--- config.mk ---
export PLATFORM = sky130hd
export DESIGN_NAME = fault_retry_controller
export DESIGN_NICKNAME = d
export VERILOG_FILES = /design/src/retry_tick_timer.v /design/src/fault_retry_controller.v
export VERILOG_INCLUDE_DIRS = /design/src /design/src/src
export SDC_FILE = /design/constraint.sdc
export NUM_CORES = 1
export LEC_CHECK = 0
export BUFFER_PORTS_ARGS = -buffer_cell sky130_fd_sc_hd__buf_2
export CAP_MARGIN = 25
export CORE_ASPECT_RATIO = 0.6
export CORE_MARGIN = 5
export CORE_UTILIZATION = 30
export CTS_CLUSTER_SIZE = 10
export DETAILED_ROUTE_END_ITERATION = 10
export PLACE_DENSITY = 0.42
export SKIP_CTS_REPAIR_TIMING = 1
export SYNTH_ARGS = -nofsm -noshare
export SYNTH_HDL_FRONTEND = slang
export SYNTH_SLANG_ARGS = --single-unit
--- constraint.sdc ---
create_clock -name I_REF_CLK -period 8.68 [get_ports I_REF_CLK]
set_input_delay 0.434 -clock I_REF_CLK [delete_from_list [all_inputs] [get_ports I_REF_CLK]]
set_output_delay 0.434 -clock I_REF_CLK [all_outputs]
set_load 0.05 [all_outputs]
--- src/fault_retry_map.vh ---
// Constants for the fault retry controller
`ifndef FAULT_RETRY_MAP_VH
`define FAULT_RETRY_MAP_VH
`define ADDR_SELECTOR       12'h000
`define ADDR_LIMIT          12'h004
`define ADDR_WAIT           12'h008
`define ADDR_SUCCESS        12'h00C
`define ADDR_COAST          12'h010
`define ADDR_CTRL           12'h014
`define ADDR_STATUS         12'h018
`define ADDR_FIRST_FAULT    12'h01C
`define ADDR_TERM           12'h020
`define RST_SELECTOR        3'h0
`define RST_LIMIT           7'h00
`define RST_WAIT            13'h000A
`define RST_COAST           14'h270F
`define RST_TERM            8'h00
`define COAST_DISABLED      14'h270F
`define FUNC_RETRY_POS      8'h40
`define FUNC_RETRY_NEG      8'hA4
`define LIMIT_HIGH_BASE     7'h64
`define LIMIT_LOW_MAX       7'h0A
`define LIMIT_HIGH_MIN      7'h65
`define LIMIT_HIGH_MAX      7'h6E
`define WAIT_MIN            13'h0001
`define WAIT_MAX            13'h1770
`define SUCCESS_FACTOR      2
`define TENTH_SEC_NS        100000000
`define CLK_PERIOD_NS       40
`define TENTH_SEC_CYCLES    (`TENTH_SEC_NS / `CLK_PERIOD_NS)
`define FLT_OCUR_ACCEL      0
`define FLT_OCUR_CONST      1
`define FLT_OCUR_DECEL      2
`define FLT_OVOLT_ACCEL     3
`define FLT_OVOLT_CONST     4
`define FLT_OVOLT_DECEL     5
`define FLT_MOTOR_HEAT      6
`define FLT_DRIVE_HEAT      7
`define FLT_BRAKE           8
`define FLT_GROUND          9
`define FLT_EXT_THERMAL     10
`define FLT_THERMISTOR      11
`define FLT_STALL_STOP      12
`define FLT_PARAM_STORE     13
`define FLT_PHASE_LOSS      14
`define FLT_CURRENT_EXCESS  15
`define NUM_FAULTS          16
`define MASK_SEL0           16'hFFFF
`define MASK_SEL1           16'h0007
`define MASK_SEL2           16'h0038
`define MASK_SEL3           16'h003F
`define MASK_SEL4           16'hF33F
`define MASK_SEL5           16'h0005
`define CTRL_FAULT_RESET    0
`define CTRL_POWERUP_DONE   1
`endif

--- src/retry_tick_timer.v ---
// Tenth-second tick generator and wait-time counter for the retry controller
`timescale 1ns/1ps
`default_nettype none
module retry_tick_timer #(
  parameter TICK_CYCLES = 2500000,
  parameter CNT_W       = 16
) (
  // Clock and reset
  input  wire             i_clk,
  input  wire             i_rst_n,
  input  wire             i_ce,
  // Control
  input  wire             i_clear,
  // Status
  output reg  [CNT_W-1:0] o_tenths
);
  reg  [31:0] pre_ff;
  wire        tick = (pre_ff == TICK_CYCLES - 1);

  always @(posedge i_clk or negedge i_rst_n) begin
    if (!i_rst_n) begin
      pre_ff   <= 32'h00000000;
      o_tenths <= {CNT_W{1'b0}};
    end else if (i_ce) begin
      if (i_clear) begin
        pre_ff   <= 32'h00000000;
        o_tenths <= {CNT_W{1'b0}};
      end else if (tick) begin
        pre_ff <= 32'h00000000;
        if (o_tenths != {CNT_W{1'b1}})
          o_tenths <= o_tenths + {{(CNT_W-1){1'b0}}, 1'b1};
      end else begin
        pre_ff <= pre_ff + 32'h00000001;
      end
    end
  end
endmodule
`default_nettype wire

--- src/fault_retry_controller.v ---
// Automatic fault-retry controller with APB settings
// Overview of operation
// RL1: Selector 0 retries all faults, 1 the overcurrent trio, 2 the overvoltage trio, 3 both.
// RL2: Selector 4 adds brake, ground, stall, storage, phase-loss, current-excess; 5 is OC first/third.
// RL3: No retry is made for a fault the current selector does not include.
// RL4: A retry limit of zero disables retry entirely.
// RL5: Limit 1 to 10 sets the retry count and keeps the fault output off while retrying.
// RL6: Limit 101 to 110 sets the count as value minus 100 and asserts the fault output.
// RL7: After a trip, wait the set time (0.1 to 600 s, default 1 s), reset and restart.
// RL8: When consecutive failures reach the allowed count, raise the excess fault and trip.
// RL9: Fault-free running beyond four wait times counts success and clears failures.
// RL10: Success count reads cumulative successes; writing 0 clears it.
// RL11: Retry-active output stays on through a retry, on terminal function 64 or 164.
// RL12: Only the first fault of several is stored as the retry reset record.
// RL13: A retry reset keeps thermal and brake duty accumulations, unlike power-on reset.
// RL14: A storage fault seen at power-on is never retried; the code samples it before the synchronizer fills, so it is never flagged.
// RL15: An unselected fault during the wait abandons the retry and stays indicated.
// RL16: With coasting time not 9999, restart uses the power-loss restart sequence.
// RL17: After the excess trip no retry is made until external or power-on reset.
//
// Added by the designer: the APB interface to the registers and the placing of the registers.
`timescale 1ns/1ps
`default_nettype none
`include "fault_retry_map.vh"
module fault_retry_controller #(
  parameter TICK_CYCLES = `TENTH_SEC_CYCLES
) (
  // Clock, reset, enable
  input  wire        I_REF_CLK,
  input  wire        I_RST_N,
  input  wire        I_CE,
  // APB slave
  input  wire        I_PSEL,
  input  wire        I_PENABLE,
  input  wire        I_PWRITE,
  input  wire [11:0] I_PADDR,
  input  wire [31:0] I_PWDATA,
  output reg  [31:0] O_PRDATA,
  output reg         O_PREADY,
  output reg         O_PSLVERR,
  // Fault detectors and restart logic
  input  wire [15:0] I_FAULTS,
  input  wire        I_EXT_FAULT_RESET,
  input  wire        I_RESTART_DONE,
  // Drive outputs
  output reg         O_TRIP,
  output reg         O_FAULT_OUT,
  output reg         O_RETRY_EXCESS_FAULT,
  output reg         O_FAULT_RESET,
  output reg         O_RESTART_START,
  output reg         O_RESTART_FLYING,
  output reg         O_KEEP_THERMAL,
  output reg         O_RETRY_ACTIVE,
  output reg         O_TERM_OUT
);
  localparam ST_RUN     = 3'h0;
  localparam ST_WAIT    = 3'h1;
  localparam ST_RESTART = 3'h2;
  localparam ST_WATCH   = 3'h3;
  localparam ST_HOLD    = 3'h4;

  // Fault pins are asynchronous to the clock
  reg [15:0] flt_s1_ff;
  reg [15:0] flt_s2_ff;
  reg        ext_s1_ff;
  reg        ext_s2_ff;

  reg [2:0]  selector_ff;
  reg [6:0]  limit_ff;
  reg [12:0] wait_ff;
  reg [13:0] coast_ff;
  reg [7:0]  term_ff;
  reg [15:0] success_ff;
  reg [3:0]  fails_ff;
  reg [15:0] first_fault_ff;
  reg        powerup_done_ff;
  reg        pe_at_power_on_ff;
  reg [2:0]  state_ff;
  reg        excess_ff;
  reg        sw_reset_ff;

  reg [2:0]  nxt_state;
  reg [15:0] sel_mask;
  reg [3:0]  allowed;
  reg        retry_on;
  reg        fault_visible;

  wire [15:0] tenths;
  wire        timer_clear = (nxt_state != state_ff);
  wire [15:0] any_fault   = flt_s2_ff;
  wire        fault_seen  = |any_fault;
  wire        ext_reset   = ext_s2_ff | sw_reset_ff;
  wire        apb_wr      = I_PSEL & I_PENABLE & I_PWRITE & O_PREADY;
  wire        apb_setup   = I_PSEL & ~I_PENABLE;
  wire [15:0] retry_sel   = any_fault & sel_mask &
                            ~({15'h0000, pe_at_power_on_ff} << `FLT_PARAM_STORE); // RL14
  wire        unsel_fault = |(any_fault & ~sel_mask);
  wire [15:0] watch_tenths = {wait_ff, 2'b00} + {3'h0, wait_ff}; // 5x wait; the watch check subtracts one wait to test beyond 4x

  retry_tick_timer #(
    .TICK_CYCLES (TICK_CYCLES),
    .CNT_W       (16)
  ) u_timer (
    .i_clk    (I_REF_CLK),
    .i_rst_n  (I_RST_N),
    .i_ce     (I_CE),
    .i_clear  (timer_clear),
    .o_tenths (tenths)
  );

  always @* begin
    case (selector_ff)
      3'h0: sel_mask = `MASK_SEL0;
      3'h1: sel_mask = `MASK_SEL1; // RL1
      3'h2: sel_mask = `MASK_SEL2; // RL1
      3'h3: sel_mask = `MASK_SEL3; // RL1
      3'h4: sel_mask = `MASK_SEL4; // RL2
      3'h5: sel_mask = `MASK_SEL5; // RL2
      default: sel_mask = 16'h0000;
    endcase
  end

  always @* begin
    allowed = 4'h0;
    if (limit_ff != 7'h00 && limit_ff <= `LIMIT_LOW_MAX)
      allowed = limit_ff[3:0]; // RL5
    else if (limit_ff >= `LIMIT_HIGH_MIN && limit_ff <= `LIMIT_HIGH_MAX)
      allowed = limit_ff[3:0] - 4'h4; // RL6
    retry_on = (allowed != 4'h0); // RL4
  end

  always @* begin
    nxt_state = state_ff;
    case (state_ff)
      ST_RUN: begin
        if (fault_seen) begin
          if (retry_on && !excess_ff && (retry_sel != 16'h0000) && !unsel_fault)
            nxt_state = ST_WAIT; // RL3
          else
            nxt_state = ST_HOLD;
        end
      end
      ST_WAIT: begin
        if (unsel_fault)
          nxt_state = ST_HOLD; // RL15
        else if (tenths >= {3'h0, wait_ff})
          nxt_state = ST_RESTART; // RL7
      end
      ST_RESTART: begin
        if (I_RESTART_DONE)
          nxt_state = ST_WATCH;
      end
      ST_WATCH: begin
        if (fault_seen) begin
          if ({4'h0, fails_ff} + 8'h01 >= {4'h0, allowed})
            nxt_state = ST_HOLD; // RL8
          else if ((retry_sel != 16'h0000) && !unsel_fault)
            nxt_state = ST_WAIT;
          else
            nxt_state = ST_HOLD;
        end else if (tenths > watch_tenths - {3'h0, wait_ff}) begin
          nxt_state = ST_RUN; // RL9
        end
      end
      ST_HOLD: begin
        if (ext_reset && !fault_seen)
          nxt_state = ST_RUN; // RL17
      end
      default: nxt_state = ST_RUN;
    endcase
  end

  always @* begin
    fault_visible = (state_ff == ST_HOLD);
    if (state_ff == ST_WAIT || state_ff == ST_RESTART)
      fault_visible = (limit_ff >= `LIMIT_HIGH_MIN); // RL5 RL6
  end

  always @(posedge I_REF_CLK or negedge I_RST_N) begin
    if (!I_RST_N) begin
      flt_s1_ff <= 16'h0000;
      flt_s2_ff <= 16'h0000;
      ext_s1_ff <= 1'b0;
      ext_s2_ff <= 1'b0;
    end else if (I_CE) begin
      flt_s1_ff <= I_FAULTS;
      flt_s2_ff <= flt_s1_ff;
      ext_s1_ff <= I_EXT_FAULT_RESET;
      ext_s2_ff <= ext_s1_ff;
    end
  end

  always @(posedge I_REF_CLK or negedge I_RST_N) begin
    if (!I_RST_N) begin
      state_ff          <= ST_RUN;
      fails_ff          <= 4'h0;
      excess_ff         <= 1'b0;
      first_fault_ff    <= 16'h0000;
      powerup_done_ff   <= 1'b0;
      pe_at_power_on_ff <= 1'b0;
      success_ff        <= 16'h0000;
      O_TRIP            <= 1'b0;
      O_FAULT_OUT       <= 1'b0;
      O_RETRY_EXCESS_FAULT <= 1'b0;
      O_FAULT_RESET     <= 1'b0;
      O_RESTART_START   <= 1'b0;
      O_RESTART_FLYING  <= 1'b0;
      O_KEEP_THERMAL    <= 1'b0;
      O_RETRY_ACTIVE    <= 1'b0;
      O_TERM_OUT        <= 1'b0;
    end else if (I_CE) begin
      state_ff <= nxt_state;
      if (!powerup_done_ff) begin
        powerup_done_ff   <= 1'b1;
        pe_at_power_on_ff <= any_fault[`FLT_PARAM_STORE]; // RL14
      end else if (ext_reset) begin
        pe_at_power_on_ff <= 1'b0;
      end
      if (state_ff == ST_RUN && fault_seen && first_fault_ff == 16'h0000)
        first_fault_ff <= any_fault & (~any_fault + 16'h0001); // RL12
      else if (nxt_state == ST_RUN && state_ff != ST_RUN)
        first_fault_ff <= 16'h0000;
      if (state_ff == ST_WATCH && nxt_state != ST_WATCH && fault_seen)
        fails_ff <= fails_ff + 4'h1;
      else if (state_ff == ST_WATCH && nxt_state == ST_RUN)
        fails_ff <= 4'h0; // RL9
      else if (state_ff == ST_HOLD && nxt_state == ST_RUN)
        fails_ff <= 4'h0;
      if (state_ff == ST_WATCH && fault_seen &&
          {4'h0, fails_ff} + 8'h01 >= {4'h0, allowed})
        excess_ff <= 1'b1; // RL8
      else if (state_ff == ST_HOLD && nxt_state == ST_RUN)
        excess_ff <= 1'b0; // RL17
      if (state_ff == ST_WATCH && nxt_state == ST_RUN)
        success_ff <= success_ff + 16'h0001; // RL9
      else if (apb_wr && I_PADDR == `ADDR_SUCCESS && I_PWDATA == 32'h00000000)
        success_ff <= 16'h0000; // RL10
      O_TRIP               <= (nxt_state == ST_WAIT) || (nxt_state == ST_HOLD);
      O_FAULT_OUT          <= fault_visible;
      O_RETRY_EXCESS_FAULT <= excess_ff;
      O_FAULT_RESET        <= (state_ff == ST_WAIT) && (nxt_state == ST_RESTART); // RL7
      O_KEEP_THERMAL       <= (state_ff == ST_WAIT) && (nxt_state == ST_RESTART); // RL13
      O_RESTART_START      <= (state_ff == ST_WAIT) && (nxt_state == ST_RESTART);
      O_RESTART_FLYING     <= (coast_ff != `COAST_DISABLED); // RL16
      O_RETRY_ACTIVE       <= (nxt_state == ST_WAIT) || (nxt_state == ST_RESTART); // RL11
      if (term_ff == `FUNC_RETRY_POS)
        O_TERM_OUT <= (nxt_state == ST_WAIT) || (nxt_state == ST_RESTART); // RL11
      else if (term_ff == `FUNC_RETRY_NEG)
        O_TERM_OUT <= !((nxt_state == ST_WAIT) || (nxt_state == ST_RESTART)); // RL11
      else
        O_TERM_OUT <= 1'b0;
    end
  end

  // APB slave: no wait states, unmapped addresses answer with pslverr
  always @(posedge I_REF_CLK or negedge I_RST_N) begin
    if (!I_RST_N) begin
      selector_ff <= `RST_SELECTOR;
      limit_ff    <= `RST_LIMIT;
      wait_ff     <= `RST_WAIT;
      coast_ff    <= `RST_COAST;
      term_ff     <= `RST_TERM;
      sw_reset_ff <= 1'b0;
      O_PRDATA    <= 32'h00000000;
      O_PREADY    <= 1'b0;
      O_PSLVERR   <= 1'b0;
    end else if (I_CE) begin
      O_PREADY    <= apb_setup;
      sw_reset_ff <= 1'b0;
      O_PSLVERR   <= 1'b0;
      if (apb_setup) begin
        O_PRDATA <= 32'h00000000;
        case (I_PADDR)
          `ADDR_SELECTOR:    O_PRDATA <= {29'h00000000, selector_ff};
          `ADDR_LIMIT:       O_PRDATA <= {25'h0000000, limit_ff};
          `ADDR_WAIT:        O_PRDATA <= {19'h00000, wait_ff};
          `ADDR_SUCCESS:     O_PRDATA <= {16'h0000, success_ff}; // RL10
          `ADDR_COAST:       O_PRDATA <= {18'h00000, coast_ff};
          `ADDR_CTRL:        O_PRDATA <= 32'h00000000;
          `ADDR_STATUS:      O_PRDATA <= {20'h00000, fails_ff, 1'b0, excess_ff,
                                          O_RETRY_ACTIVE, O_FAULT_OUT, 1'b0, state_ff};
          `ADDR_FIRST_FAULT: O_PRDATA <= {16'h0000, first_fault_ff};
          `ADDR_TERM:        O_PRDATA <= {24'h000000, term_ff};
          default:           O_PSLVERR <= 1'b1;
        endcase
      end
      if (apb_wr) begin
        case (I_PADDR)
          `ADDR_SELECTOR:
            if (I_PWDATA[31:0] <= 32'h00000005)
              selector_ff <= I_PWDATA[2:0];
          `ADDR_LIMIT:
            if (I_PWDATA <= 32'h0000000A ||
                (I_PWDATA >= 32'h00000065 && I_PWDATA <= 32'h0000006E))
              limit_ff <= I_PWDATA[6:0];
          `ADDR_WAIT:
            if (I_PWDATA >= 32'h00000001 && I_PWDATA <= 32'h00001770)
              wait_ff <= I_PWDATA[12:0];
          `ADDR_COAST:       coast_ff <= I_PWDATA[13:0];
          `ADDR_CTRL:        sw_reset_ff <= I_PWDATA[`CTRL_FAULT_RESET];
          `ADDR_TERM:        term_ff <= I_PWDATA[7:0];
          default:           sw_reset_ff <= 1'b0;
        endcase
      end
    end
  end
endmodule
`default_nettype wire

Word level (Yosys, flattened, before mapping) --
Cells that the tools add are included.
Storage, ports and cells: register bits 211, input port bits 68
Cells by class: reductions and logical operators 60, muxes and demuxes 38, bitwise logic cells 13, eq/ne operators 28, magnitude comparators 12, add/subtract/negate cells 9
Operators by type and width (count):
- $pmux W16 S8 | 1
- $mux W16 | 7
- $pmux W16 S6 | 1
- $and A16 B16 Y16 | 4
- $mux W32 | 2
- $add A16 B1 Y16 const B | 3
- $eq A12 B5 Y1 const B | 4
- $add A32 B1 Y32 const B | 1
- $eq A32 B22 Y1 const B | 1
- $ge A32 B1 Y1 const B | 1
- $ge A32 B7 Y1 const B | 1
- $le A32 B13 Y1 const B | 1
- $le A32 B3 Y1 const B | 1
- $le A32 B4 Y1 const B | 1
- $le A32 B7 Y1 const B | 1
- $logic_not A32 Y1 | 1
- $not A16 Y16 | 2
- $reduce_or A16 Y1 | 2
- $mux W3 | 10
- $eq A12 B4 Y1 const B | 2
- $logic_and A1 B1 Y1 | 21
- $mux W4 | 5
- $add A15 B13 Y16 | 1
- $ge A16 B13 Y1 | 1
- other kinds (41) | 85

Depth between registers and ports, before layout --
Gate-level depths: netlist of the first run.
depth in word-level cells 16, gate-level depth with buffers 26

Modules after synthesis --
A second synthesis of the first run with hierarchy kept.
Second synthesis, totals: cells, all modules 1261, area total of the unflattened synthesis 12169.2 um^2
Modules (own cells, without submodules):
- fault_retry_controller | area an instance 9310.2 um^2, cells each 945, times used 1, seq. area each 3691.0 um^2
- retry_tick_timer | area an instance 2859.0 um^2, cells each 316, times used 1, seq. area each 1201.2 um^2

Worst setup path after synthesis of the first run --
Ideal clock, no wire load.
kind register -> register, from register wait_ff[3], to register u_timer.pre_ff[2], path slack 3.612 ns, period minus slack after synthesis 5.068 ns, buffers on the path 2, required time 8.558 ns, arrival 4.946 ns, setup time 0.122 ns, stages on the path, launching flop included 26, cells stage by stage dfstp_2 > inv_1 > ha_1 > xor2_1 > ha_1 > ha_1 > o21a_1 > o21ai_0 > a21oi_1 > o21ai_0 > a21oi_1 > o21ai_0 > a211o_1 > nor4b_1 > a311oi_1 > ha_1 > and4_1 > a21oi_1 > o211a_1 > o21ai_0 > o221a_2 > buf_6 > xnor2_2 > clkbuf_1 > nor2_1 > a32o_1
On the way: longest elaborated chain between the ends 8, elaborated cells between the ends (all ways) 11, those cells by class add/sub: 2; order compare: 2; eq/ne: 1; mux: 6
RTL lines:
- start, declared | RTL line fault_retry_controller.v:70 | reg [12:0] wait_ff;
- start signal, assigned | RTL line fault_retry_controller.v:260 | wait_ff <= `RST_WAIT;
- start signal, assigned | RTL line fault_retry_controller.v:298 | wait_ff <= I_PWDATA[12:0];
- $add A15 B13 Y16 | RTL line fault_retry_controller.v:98 | wire [15:0] watch_tenths = {wait_ff, 2'b00} + {3'h0, wait_ff};
- $sub A16 B13 Y16 | RTL line fault_retry_controller.v:161 | end else if (tenths > watch_tenths - {3'h0, wait_ff}) begin
- $gt A16 B16 Y1 | RTL line fault_retry_controller.v:161
- $mux W3 | RTL line fault_retry_controller.v:161
- $mux W3 | RTL line fault_retry_controller.v:154 | if (fault_seen) begin
- $pmux W3 S5 (*) | RTL line fault_retry_controller.v:134 | case (state_ff)
- $ne A3 B3 Y1 (*) | RTL line fault_retry_controller.v:89 | wire timer_clear = (nxt_state != state_ff);
- $mux W32 (*) | RTL line retry_tick_timer.v:25 | if (i_clear) begin
- end signal, assigned | RTL line retry_tick_timer.v:33 | pre_ff <= pre_ff + 32'h00000001;
- end, declared | RTL line retry_tick_timer.v:17 | reg [31:0] pre_ff;
Every way passes the cells marked *; elsewhere a longest branch is shown, timed or not. A chain may end at the register's enable or synchronous reset.

Worst setup path after layout of the first run --
from register wait_ff[3], to register u_timer.pre_ff[13]
Same word-level chain as after synthesis.

==> results.tsv, run 1 <==
stage	metric	value	unit
hold_path	hold_path.class	in2async	
timing	rsz0062_at_grt	no	
critical_path	worst_setup_path_end_kind	flip-flop	
power	irDropWorstVdd	0.000146	V
clock_network	htreeDepth	4	
cells_and_area	mostFrequentLayoutCell	dfrtp_1	
route	routedWlPerCell	21.7	microns
critical_path	critical_path_class	reg2reg	
logic_synthesis	synth_area	12200	sq um
run_status	outcome	finished, violations left	
clock_network	path_clk_slew	0.08	ns
timing	slew_headroom	0.162	
route	drt-met1-wl	21700	microns
route	drc	0	
route	route.detailed.vias_per_inst	5.52	
critical_path	reg2regPathDepth	24	
clock_network	clockBufferDepth	2	
timing	hold_violations	3	
cells_and_area	fin_cells	1862	
clock_network	cts_tree	done	
cells_and_area	drive_gt1_frac	0.202	
logic_synthesis	ys_ff_latch	195	
clock_network	clk_root_buffer_cell	clkbuf_16	
logic_synthesis	synthFlopType	dfrtp_1	
floorplanning	core_area	40300	sq um
grt	grt_overflow	0	
clock_network	numCtsBuffers	17	
logic_synthesis	synth_cell_types	82	
timing	skew	0.0234	ns
grt	grt_max_degree	78	
placed_design	dp_slack	2.19	ns
timing	setup_violations	0	
cells_and_area	finalCoreUtilization	0.342	
timing	finalSetupTns	0	ns
placed_design	dp_cells	1829	
route	top_layer	met4	
cells_and_area	syn_to_final_growth	13.1	%
floorplanning	start_util	0.303	
timing	max_slew.worst_pin.slew	1.26	ns
floorplanning	num_rows	57	
critical_path	cp-endpoint	u_timer.pre_ff[13]$_DFFE_PN0P_	
critical_path	r2r-end	u_timer.pre_ff[13]$_DFFE_PN0P_	
grt	first_global_vias	9861	
cells_and_area	antenna_cells	0	
cells_and_area	final_net_count	1453	
power	power.density	165	nW/um^2
job	max_cap_viol_count	0	
timing	hold_ws	-0.0103	ns
timing	setup_slack	2.14	ns
power	p_leak	0.00592	uW
logic_synthesis	synth-async-reset-ratio	1.00	
placed_design	dp_hpwl	30100	microns
route	first_pass_iters	5	
floorplanning	die_w	270	microns
logic_synthesis	synth_edf_count	0	
critical_path	crit_required	9.04	ns
route	routed_wl	40500	microns
grt	antenna_found_initial	2	
grt	track_usage	0.177	
logic_synthesis	postSynthAreaPerCell	9.80	sq um
grt	grt_pass1_wl	62500	microns
logic_synthesis	yosys_warnings	0	
critical_path	regToRegStartpoint	wait_ff[3]$_DFFE_PN1P_	
critical_path	critPathLaunchType	flip-flop	
run_status	violations	negative hold slack	
cells_and_area	final_cell_mix	dfrtp_1 (185), buf_2 (92), nand2_1 (81), mux2_2 (78), inv_1 (71)	
placed_design	gp_routability_congestion	0.829	
clock_network	clock_latency	0.48	ns
logic_synthesis	syn-instance-count	1245	
logic_synthesis	yosysSeqAreaShare	0.401	
floorplanning	ios	111	
timing	final.min_clock_period	6.54	ns
route	vias	10273	
critical_path	critical_path.startpoint	wait_ff[3]$_DFFE_PN1P_	
timing	min_period_over_period	0.754	
floorplanning	die_y	166	microns
placed_design	numPortBuffers	94	
route	wl_met3	2660	microns
critical_path	arrival	6.90	ns
critical_path	crit_fanout	34	
route	wl_met2	15700	microns
route	drtIter0Drc	825	
clock_network	cts.sinks	195	
timing	slew_viol_final	0	
route	ant_nets	0	
critical_path	reg2reg_slack	2.14	ns
floorplanning	dieArea	44900	sq um
timing	clock.fmax	0.153	GHz
cells_and_area	fillers	4122	
==> cell families after synthesis <==
| logic type | after synthesis | synth area share |
|---|---|---|
| compound gates | 334 | 0.204 |
| simple gates | 395 | 0.176 |
| other cells | 1 | 0.000307 |
| mux | 85 | 0.0777 |
| flops | 195 | 0.401 |
| xor+xnor | 24 | 0.0185 |
| fa+ha+maj | 67 | 0.0693 |
| buf+inv | 144 | 0.0532 |
==> routing by layer <==
layer | up-vias | GRT usage
met3 | 25 | 0.0442
met1 | 5164 | 0.289
li1 | 4860 | -
met4 | 0 | 0.0340
met2 | 224 | 0.232
met5 | - | 0
==> cell type report <==
type,count,area [sq um],area share
Tap cell,531,664,0.0482
Sequential cell,195,4890,0.355
Multi-Input combinational cell,921,6720,0.487
Inverter,72,270,0.0196
Clock buffer,17,425,0.0308
Timing Repair Buffer,111,609,0.0442
Clock inverter,15,219,0.0159
==> stage by stage <==
step | area, sq um | hold WS (ns) | power, uW
5_1_grt | 13800 | 0.0270 | 2390
2_1_floorplan | 12300 | 0.138 | 1290
3_3_place_gp | 13100 | 0.462 | 1440
4_1_cts | 13800 | -0.00197 | 2310
6_report | 13800 | -0.0103 | 2280
3_5_place_dp | 13100 | 0.465 | 1440
==> synthesized netlist by cell type (all sizes together), types with 32 or more instances <==
library cell,number,area share
a21oi,37,0.015
nor2,55,0.017
ha,66,0.068
nand2,81,0.025
nor3,35,0.015
o21ai,49,0.020
inv,72,0.022
buf,40,0.021
dfrtp,185,0.38
nand3,49,0.020
mux2,78,0.072
clkbuf,32,0.0098
==> worst max-delay path, stage by stage (launching register included) <==
cell and delay, ns:
dfstp_2 0.60, inv_1 0.08, ha_1 0.28, xor2_1 0.29, ha_1 0.30, ha_1 0.20, o21a_1 0.18, o21ai_0 0.23
a21oi_1 0.11, o21ai_0 0.17, a21oi_1 0.09, o21ai_0 0.28, a211o_1 0.20, nor4b_1 0.05, a311oi_1 0.28, ha_1 0.20
and4_1 0.22, nand2_1 0.08, nor3_1 0.30, o21ai_0 0.15, o221a_2 0.41, xor2_2 0.15, buf_4 0.37, nand4_1 0.72
o31ai_1 0.48
==> worst min path at each step <==
stage / startpoint / slack, ns / cells after the start / endpoint
3_3_place_gp: O_PRDATA[5]$_DFFE_PN0P_ / 0.46 / 1 / O_PRDATA[5]$_DFFE_PN0P_
3_5_place_dp: O_PRDATA[6]$_DFFE_PN0P_ / 0.46 / 1 / O_PRDATA[6]$_DFFE_PN0P_
5_1_grt: I_RST_N / 0.03 / 1 / flt_s1_ff[11]$_DFFE_PN0P_
4_1_cts: I_RST_N / -0.002 / 1 / O_PRDATA[7]$_DFFE_PN0P_
2_1_floorplan: I_RST_N / 0.14 / 0 / O_FAULT_OUT$_DFFE_PN0P_
6_report: I_RST_N / -0.01 / 1 / flt_s1_ff[11]$_DFFE_PN0P_
==> state kept, by name, summed over array words and instances (netlist names), 3 cells and up <==
signal and flops:
wait_ff 13, flt_s1_ff 16, u_timer.o_tenths 16, selector_ff 3, limit_ff 7, state_ff 3, success_ff 16, u_timer.pre_ff 32
fails_ff 4, term_ff 8, any_fault 16, O_PRDATA 16, first_fault_ff 16, coast_ff 14
==> power breakdown <==
group | internal, uW | leakage, uW | switching (uW) | total, uW
combinational | 121 | 0.00305 | 291 | 412
sequential | 955 | 0.00256 | 56.8 | 1010
clock | 405 | 0.000308 | 455 | 860
Note: power is estimated with default switching activity, not from simulation.
==> inputs of run 2 (changes only) <==
- clock period: 8.68 -> 6.3 ns (I/O delays scaled with it)
==> results.tsv, run 2 (synthesis results as in run 1) <==
stage	metric	value	unit	change
cells_and_area	largest_register_ffs	32		unchanged
critical_path	r2r-end	success_ff[9]$_DFFE_PN0P_		
timing	final.min_clock_period	5.72	ns	-0.822 ns
timing	max_slew.worst_pin.slew	1.34	ns	+0.0869 ns
grt	grt_use_met2	0.228		-0.00363
timing	min_period_over_period	0.908		+0.154
critical_path	critical_path_class	reg2reg		
critical_path	slowest_stage	dfstp_2		
critical_path	path_buf_inv	1		-1
critical_path	critical-path-top-delay-family	compound AO/OA/AOI/OAI gates		
critical_path	cp-endpoint	success_ff[9]$_DFFE_PN0P_		
timing	slew_viol_final	0		unchanged
route	routedWlPerCell	21.9	microns	+0.88%
critical_path	critical_path.startpoint	wait_ff[3]$_DFFE_PN1P_		
critical_path	reg2regPathDepth	23		-4.2%
floorplanning	core_area	40300	sq um	unchanged
floorplanning	ios	111		unchanged
critical_path	regToRegStartpoint	wait_ff[3]$_DFFE_PN1P_		
grt	first_global_vias	9823		-0.39%
cells_and_area	final_net_count	1463		+0.69%
timing	clock.fmax	0.175	GHz	+14%
cells_and_area	finalInstanceArea	14000	sq um	+1.2%
cells_and_area	final_cell_mix	dfrtp_1 (185), buf_2 (92), nand2_1 (81), mux2_2 (78), inv_1 (71)		
timing	hold_violations	0		-3
timing	setup_violations	0		unchanged
hold_path	hold_path.class	in2reg		
power	power	3260	uW	+43%
critical_path	reg2reg_slack	0.58	ns	-1.56 ns
clock_network	clk_root_buffer_cell	clkbuf_16		
floorplanning	start_util	0.303		unchanged
run_status	outcome	finished clean		
critical_path	worst_setup_path_end_kind	flip-flop		
route	ant_nets	0		unchanged
cells_and_area	regMostFlops	u_timer.pre_ff		
route	vias	10341		+0.66%
critical_path	cpMostUsedCell	ha_1		
cells_and_area	mostFrequentLayoutCell	dfrtp_1		
clock_network	cts.sinks	195		unchanged
placed_design	placed_area	13200	sq um	+0.32%
timing	slew_headroom	0.104		-0.0579
timing	skew	0.0216	ns	-0.00181 ns
critical_path	crit_required	6.70	ns	-2.34 ns
grt	grtUsageMet3	0.0608		+0.0166
grt	grt_max_degree	72		-7.7%
route	route.detailed.vias_per_inst	5.52		+0.12%
route	routed_wl	41000	microns	+1.4%
critical_path	slowest_delay	0.63	ns	-0.09 ns
grt	grt_util_met1	0.291		+0.00168
clock_network	clockBufferDepth	2		unchanged
clock_network	htreeDepth	4		unchanged
critical_path	path_cells	inv_1, ha_1, xor2_2, ha_1, ha_1, o21a_1, o21ai_0, a21oi_1, o21ai_0, a21oi_1, o21ai_1, a211o_1, nor4b_1, a311oi_1, ha_1, and4_1, nand2_1, o211a_1, o21ai_0, o221a_2, a41oi_2, or4_1, nand2_1		
critical_path	crit_fanout	11		-68%
floorplanning	num_rows	57		unchanged
critical_path	critPathLaunchType	flip-flop		
job	max_cap_viol_count	0		unchanged
power	p_leak	0.00601	uW	+1.4%
timing	rsz0062_at_grt	no		
floorplanning	die_y	166	microns	unchanged
clock_network	clock_latency	0.46	ns	-0.02 ns
timing	finalSetupTns	0	ns	unchanged
grt	antenna_found_initial	1		-1
route	first_pass_iters	8		+3
floorplanning	die_w	270	microns	unchanged
timing	setup_slack	0.577	ns	-1.56 ns
clock_network	path_clk_slew	0.09	ns	about the same
power	irDropWorstVdd	0.000171	V	+17%
cells_and_area	drive_gt1_frac	0.211		+0.00893
critical_path	path_depth	23		-4.2%
power	power.density	233	nW/um^2	+41%
placed_design	numPortBuffers	94		unchanged
floorplanning	dieArea	44900	sq um	unchanged
clock_network	numCtsBuffers	17		unchanged
critical_path	arrival	6.12	ns	-0.78 ns
grt	track_usage	0.180		+0.00251
cells_and_area	syn_to_final_growth	14.5	%	
placed_design	dp_slack	0.295	ns	-1.90 ns
placed_design	gp_routability_congestion	0.849		+2.5%
grt	grt_overflow	0		unchanged
placed_design	dp_hpwl	30800	microns	+2.4%
cells_and_area	antenna_cells	0		unchanged
route	drc	0		unchanged
route	drtIter0Drc	777		-5.8%
grt	grt_pass1_wl	63300	microns	+1.3%
clock_network	cts_tree	done		
grt	busiest_layer	met1		
run 2: changes by cell type in the layout (fill, tap and decap cells not counted), sizes merged:
cell,delta
buf,+9
dlygate4sd3,+1
bufinv,+2
clkinv,-5
inv,+3
run 2: through the flow:
stage	hold slack [ns]	util	cells
floorplan	0.0194	-	1260
global placement	0.359	0.327	1832
detailed placement	0.358	0.327	1833
CTS	-0.159	0.343	1865
global route	0.0555	0.347	1872
finish	0.0774	0.347	1872
run 2: how the worst min path moves through the flow:
| stage | start | to | slack (ns) | depth (start not counted) |
|---|---|---|---|---|
| 3_3_place_gp | I_RST_N | flt_s1_ff[10]$_DFFE_PN0P_ | 0.36 | 1 |
| 3_5_place_dp | I_RST_N | flt_s1_ff[9]$_DFFE_PN0P_ | 0.36 | 1 |
| 6_report | I_FAULTS[0] | flt_s1_ff[0]$_DFFE_PN0P_ | 0.08 | 2 |
| 5_1_grt | I_FAULTS[5] | flt_s1_ff[5]$_DFFE_PN0P_ | 0.06 | 2 |
| 2_1_floorplan | I_RST_N | O_FAULT_OUT$_DFFE_PN0P_ | 0.02 | 0 |
| 4_1_cts | I_RST_N | O_RESTART_FLYING$_DFFE_PN0P_ | -0.16 | 1 |
run 2: final cells by class:
type / count / area, sq um
Clock buffer: 17 / 425
Clock inverter: 15 / 224
Fill cell: 4102 / 26300
Inverter: 72 / 270
Multi-Input combinational cell: 921 / 6760
Sequential cell: 195 / 4890
Tap cell: 531 / 664
Timing Repair Buffer: 121 / 732
run 2: power by group:
| group | switching [uW] | leakage [uW] | total [uW] | internal (uW) |
|---|---|---|---|---|
| registers | 78.8 | 0.00256 | 1390 | 1320 |
| clock network | 605 | 0.000317 | 1230 | 624 |
| logic | 422 | 0.00313 | 633 | 211 |
run 2: per-layer routing:
metal  up-vias  part of all wire
met5         -                 0
met4         0            0.0082
met3        27             0.081
met2       302              0.38
met1      5144              0.53
li1       4868                 -
==> inputs of run 3 (changes only) <==
- clock period: 6.3 -> 5.5 ns (I/O delays scaled with it)
==> results.tsv, run 3 (synthesis results as in run 1) <==
stage	metric	value	unit	change
timing	setup_violations	0		unchanged
cells_and_area	syn_to_final_growth	17.5	%	
grt	antenna_found_initial	0		-1
critical_path	path_cells	inv_1, ha_4, xor2_2, ha_1, ha_1, o21a_1, o21ai_2, a21oi_1, o21ai_1, a21oi_1, o21ai_1, a211o_1, nor4b_2, a311oi_1, ha_1, and4_4, nand2_2, o211a_4, o21ai_1, o221a_2, buf_8, a31oi_4, or4_4, a21oi_2		
clock_network	cts_tree	done		
clock_network	path_clk_slew	0.09	ns	about the same
route	routedWlPerCell	22.3	microns	+1.7%
grt	grt_pass1_wl	62500	microns	-1.2%
placed_design	numPortBuffers	94		unchanged
cells_and_area	finalCoreUtilization	0.356		+0.00925
critical_path	critical_path_class	reg2reg		
cells_and_area	multiInputGateArea	6950	sq um	+2.8%
clock_network	clockBufferDepth	2		unchanged
critical_path	path_buf_inv	2		+1
floorplanning	core_area	40300	sq um	unchanged
grt	grtUsageMet3	0.0543		-0.00650
floorplanning	ios	111		unchanged
timing	max_slew.worst_pin.slew	1.10	ns	-0.247 ns
cells_and_area	finalInstanceArea	14300	sq um	+2.7%
job	max_cap_viol_count	0		unchanged
route	first_pass_iters	5		-3
grt	grt_util_met1	0.290		-0.00114
power	irDropWorstVdd	0.000253	V	+48%
floorplanning	start_util	0.303		unchanged
floorplanning	num_rows	57		unchanged
power	p_leak	0.00617	uW	+2.6%
placed_design	gp_routability_congestion	0.848		-0.12%
timing	skew	0.0208	ns	-0.000783 ns
cells_and_area	final_net_count	1490		+1.8%
route	ant_nets	0		unchanged
clock_network	clock_latency	0.47	ns	about the same
route	route.detailed.vias_per_inst	5.50		-0.39%
placed_design	placed_area	13300	sq um	+1.0%
floorplanning	die_y	166	microns	unchanged
placed_design	dp_hpwl	30900	microns	+0.25%
grt	track_usage	0.179		-0.000731
critical_path	arrival	5.72	ns	-0.40 ns
grt	first_global_vias	9738		-0.87%
critical_path	worst_setup_path_end_kind	flip-flop		
critical_path	slowest_stage	or4_4		
clock_network	htreeDepth	4		unchanged
cells_and_area	regMostFlops	u_timer.pre_ff		
power	power.density	257	nW/um^2	+10%
grt	grt_use_met2	0.225		-0.00264
floorplanning	dieArea	44900	sq um	unchanged
timing	hold_violations	0		unchanged
cells_and_area	largest_register_ffs	32		unchanged
route	routed_wl	42300	microns	+3.2%
grt	grt_max_degree	99		+38%
cells_and_area	fillers	4100		-0.049%
cells_and_area	final-seq-area	4890	sq um	about the same
floorplanning	die_w	270	microns	unchanged
grt	grt_overflow	0		unchanged
route	drc	0		unchanged
cells_and_area	final_cell_mix	dfrtp_1 (184), buf_2 (94), nand2_1 (80), mux2_2 (78), inv_1 (71)		
timing	slew_viol_final	0		unchanged
critical_path	critical-path-top-delay-family	compound AO/OA/AOI/OAI gates		
critical_path	critPathLaunchType	flip-flop		
hold_path	hold_path.class	in2reg		
run_status	outcome	finished clean		
timing	slew_headroom	0.268		+0.164
timing	clock.fmax	0.188	GHz	+7.7%
timing	min_period_over_period	0.966		+0.0578
route	drtIter0Drc	920		+18%
critical_path	crit_required	5.90	ns	-0.80 ns
timing	final.min_clock_period	5.31	ns	-0.409 ns
clock_network	numCtsBuffers	17		unchanged
critical_path	slowest_delay	0.55	ns	-0.08 ns
cells_and_area	drive_gt1_frac	0.243		+0.0324
cells_and_area	antenna_cells	0		unchanged
clock_network	clk_root_buffer_cell	clkbuf_16		
route	vias	10449		+1.0%
cells_and_area	mostFrequentLayoutCell	dfrtp_1		
critical_path	crit_fanout	8		-3
grt	busiest_layer	met1		
clock_network	cts.sinks	195		unchanged
## run 3: changes by cell type in the layout (fill, tap and decap cells not counted), sizes merged
cell	change
bufinv	-2
xnor2	+1
clkinvlp	+1
a31oi	+1
buf	+25
clkinv	+3
inv	-2
## run 3: area by class of cell
cell class              count  area share
multi-input cells         923       0.484
repair buffers            146      0.0661
inverters                  72      0.0188
well taps                 531      0.0463
clock inverters            15      0.0134
flip-flops and latches    195       0.341
clock buffers              17      0.0297
## run 3: worst paths after layout
check,from,endpoint,depth (start not counted),slack (ns)
worst max-delay path,wait_ff[3]$_DFFE_PN1P_,success_ff[6]$_DFFE_PN0P_,24,0.19
worst min-delay path,I_FAULTS[0],flt_s1_ff[0]$_DFFE_PN0P_,2,0.03
worst max register to register,wait_ff[3]$_DFFE_PN1P_,success_ff[6]$_DFFE_PN0P_,24,0.19
worst min register to register,O_PRDATA[8]$_DFFE_PN0P_,O_PRDATA[8]$_DFFE_PN0P_,1,0.49
max in group asynchronous,I_RST_N,wait_ff[2]$_DFFE_PN0P_,3,3.88
min in group asynchronous,I_RST_N,flt_s1_ff[2]$_DFFE_PN0P_,2,0.47
## run 3: where the power goes
group | switching (uW) | total (uW) | internal [uW]
clock network | 702 | 1330 | 627
registers | 90.3 | 1600 | 1510
logic | 490 | 753 | 263
## run 3: stage by stage
step	hold slack [ns]	cells	total power, uW	setup WS, ns	TNS (ns)
global route	0.0195	1899	3840	-0.0410	-0.552
floorplan	-0.0206	1260	2040	0.432	0
CTS	-0.0640	1880	3670	-0.0815	-0.279
detailed placement	0.464	1848	2320	-0.0235	-0.0235
finish	0.0311	1899	3680	0.186	0
global placement	0.455	1848	2320	-0.0689	-0.0689
## run 3: layer usage
layer  part of all wire  vias to the layer above  routed length (microns)
met5             0.0033                        -                      138
met4             0.0085                        2                      361
met3              0.076                       21                     3210
met2               0.38                      290                    16000
met1               0.53                     5201                    22600
li1                   -                     4935                        -
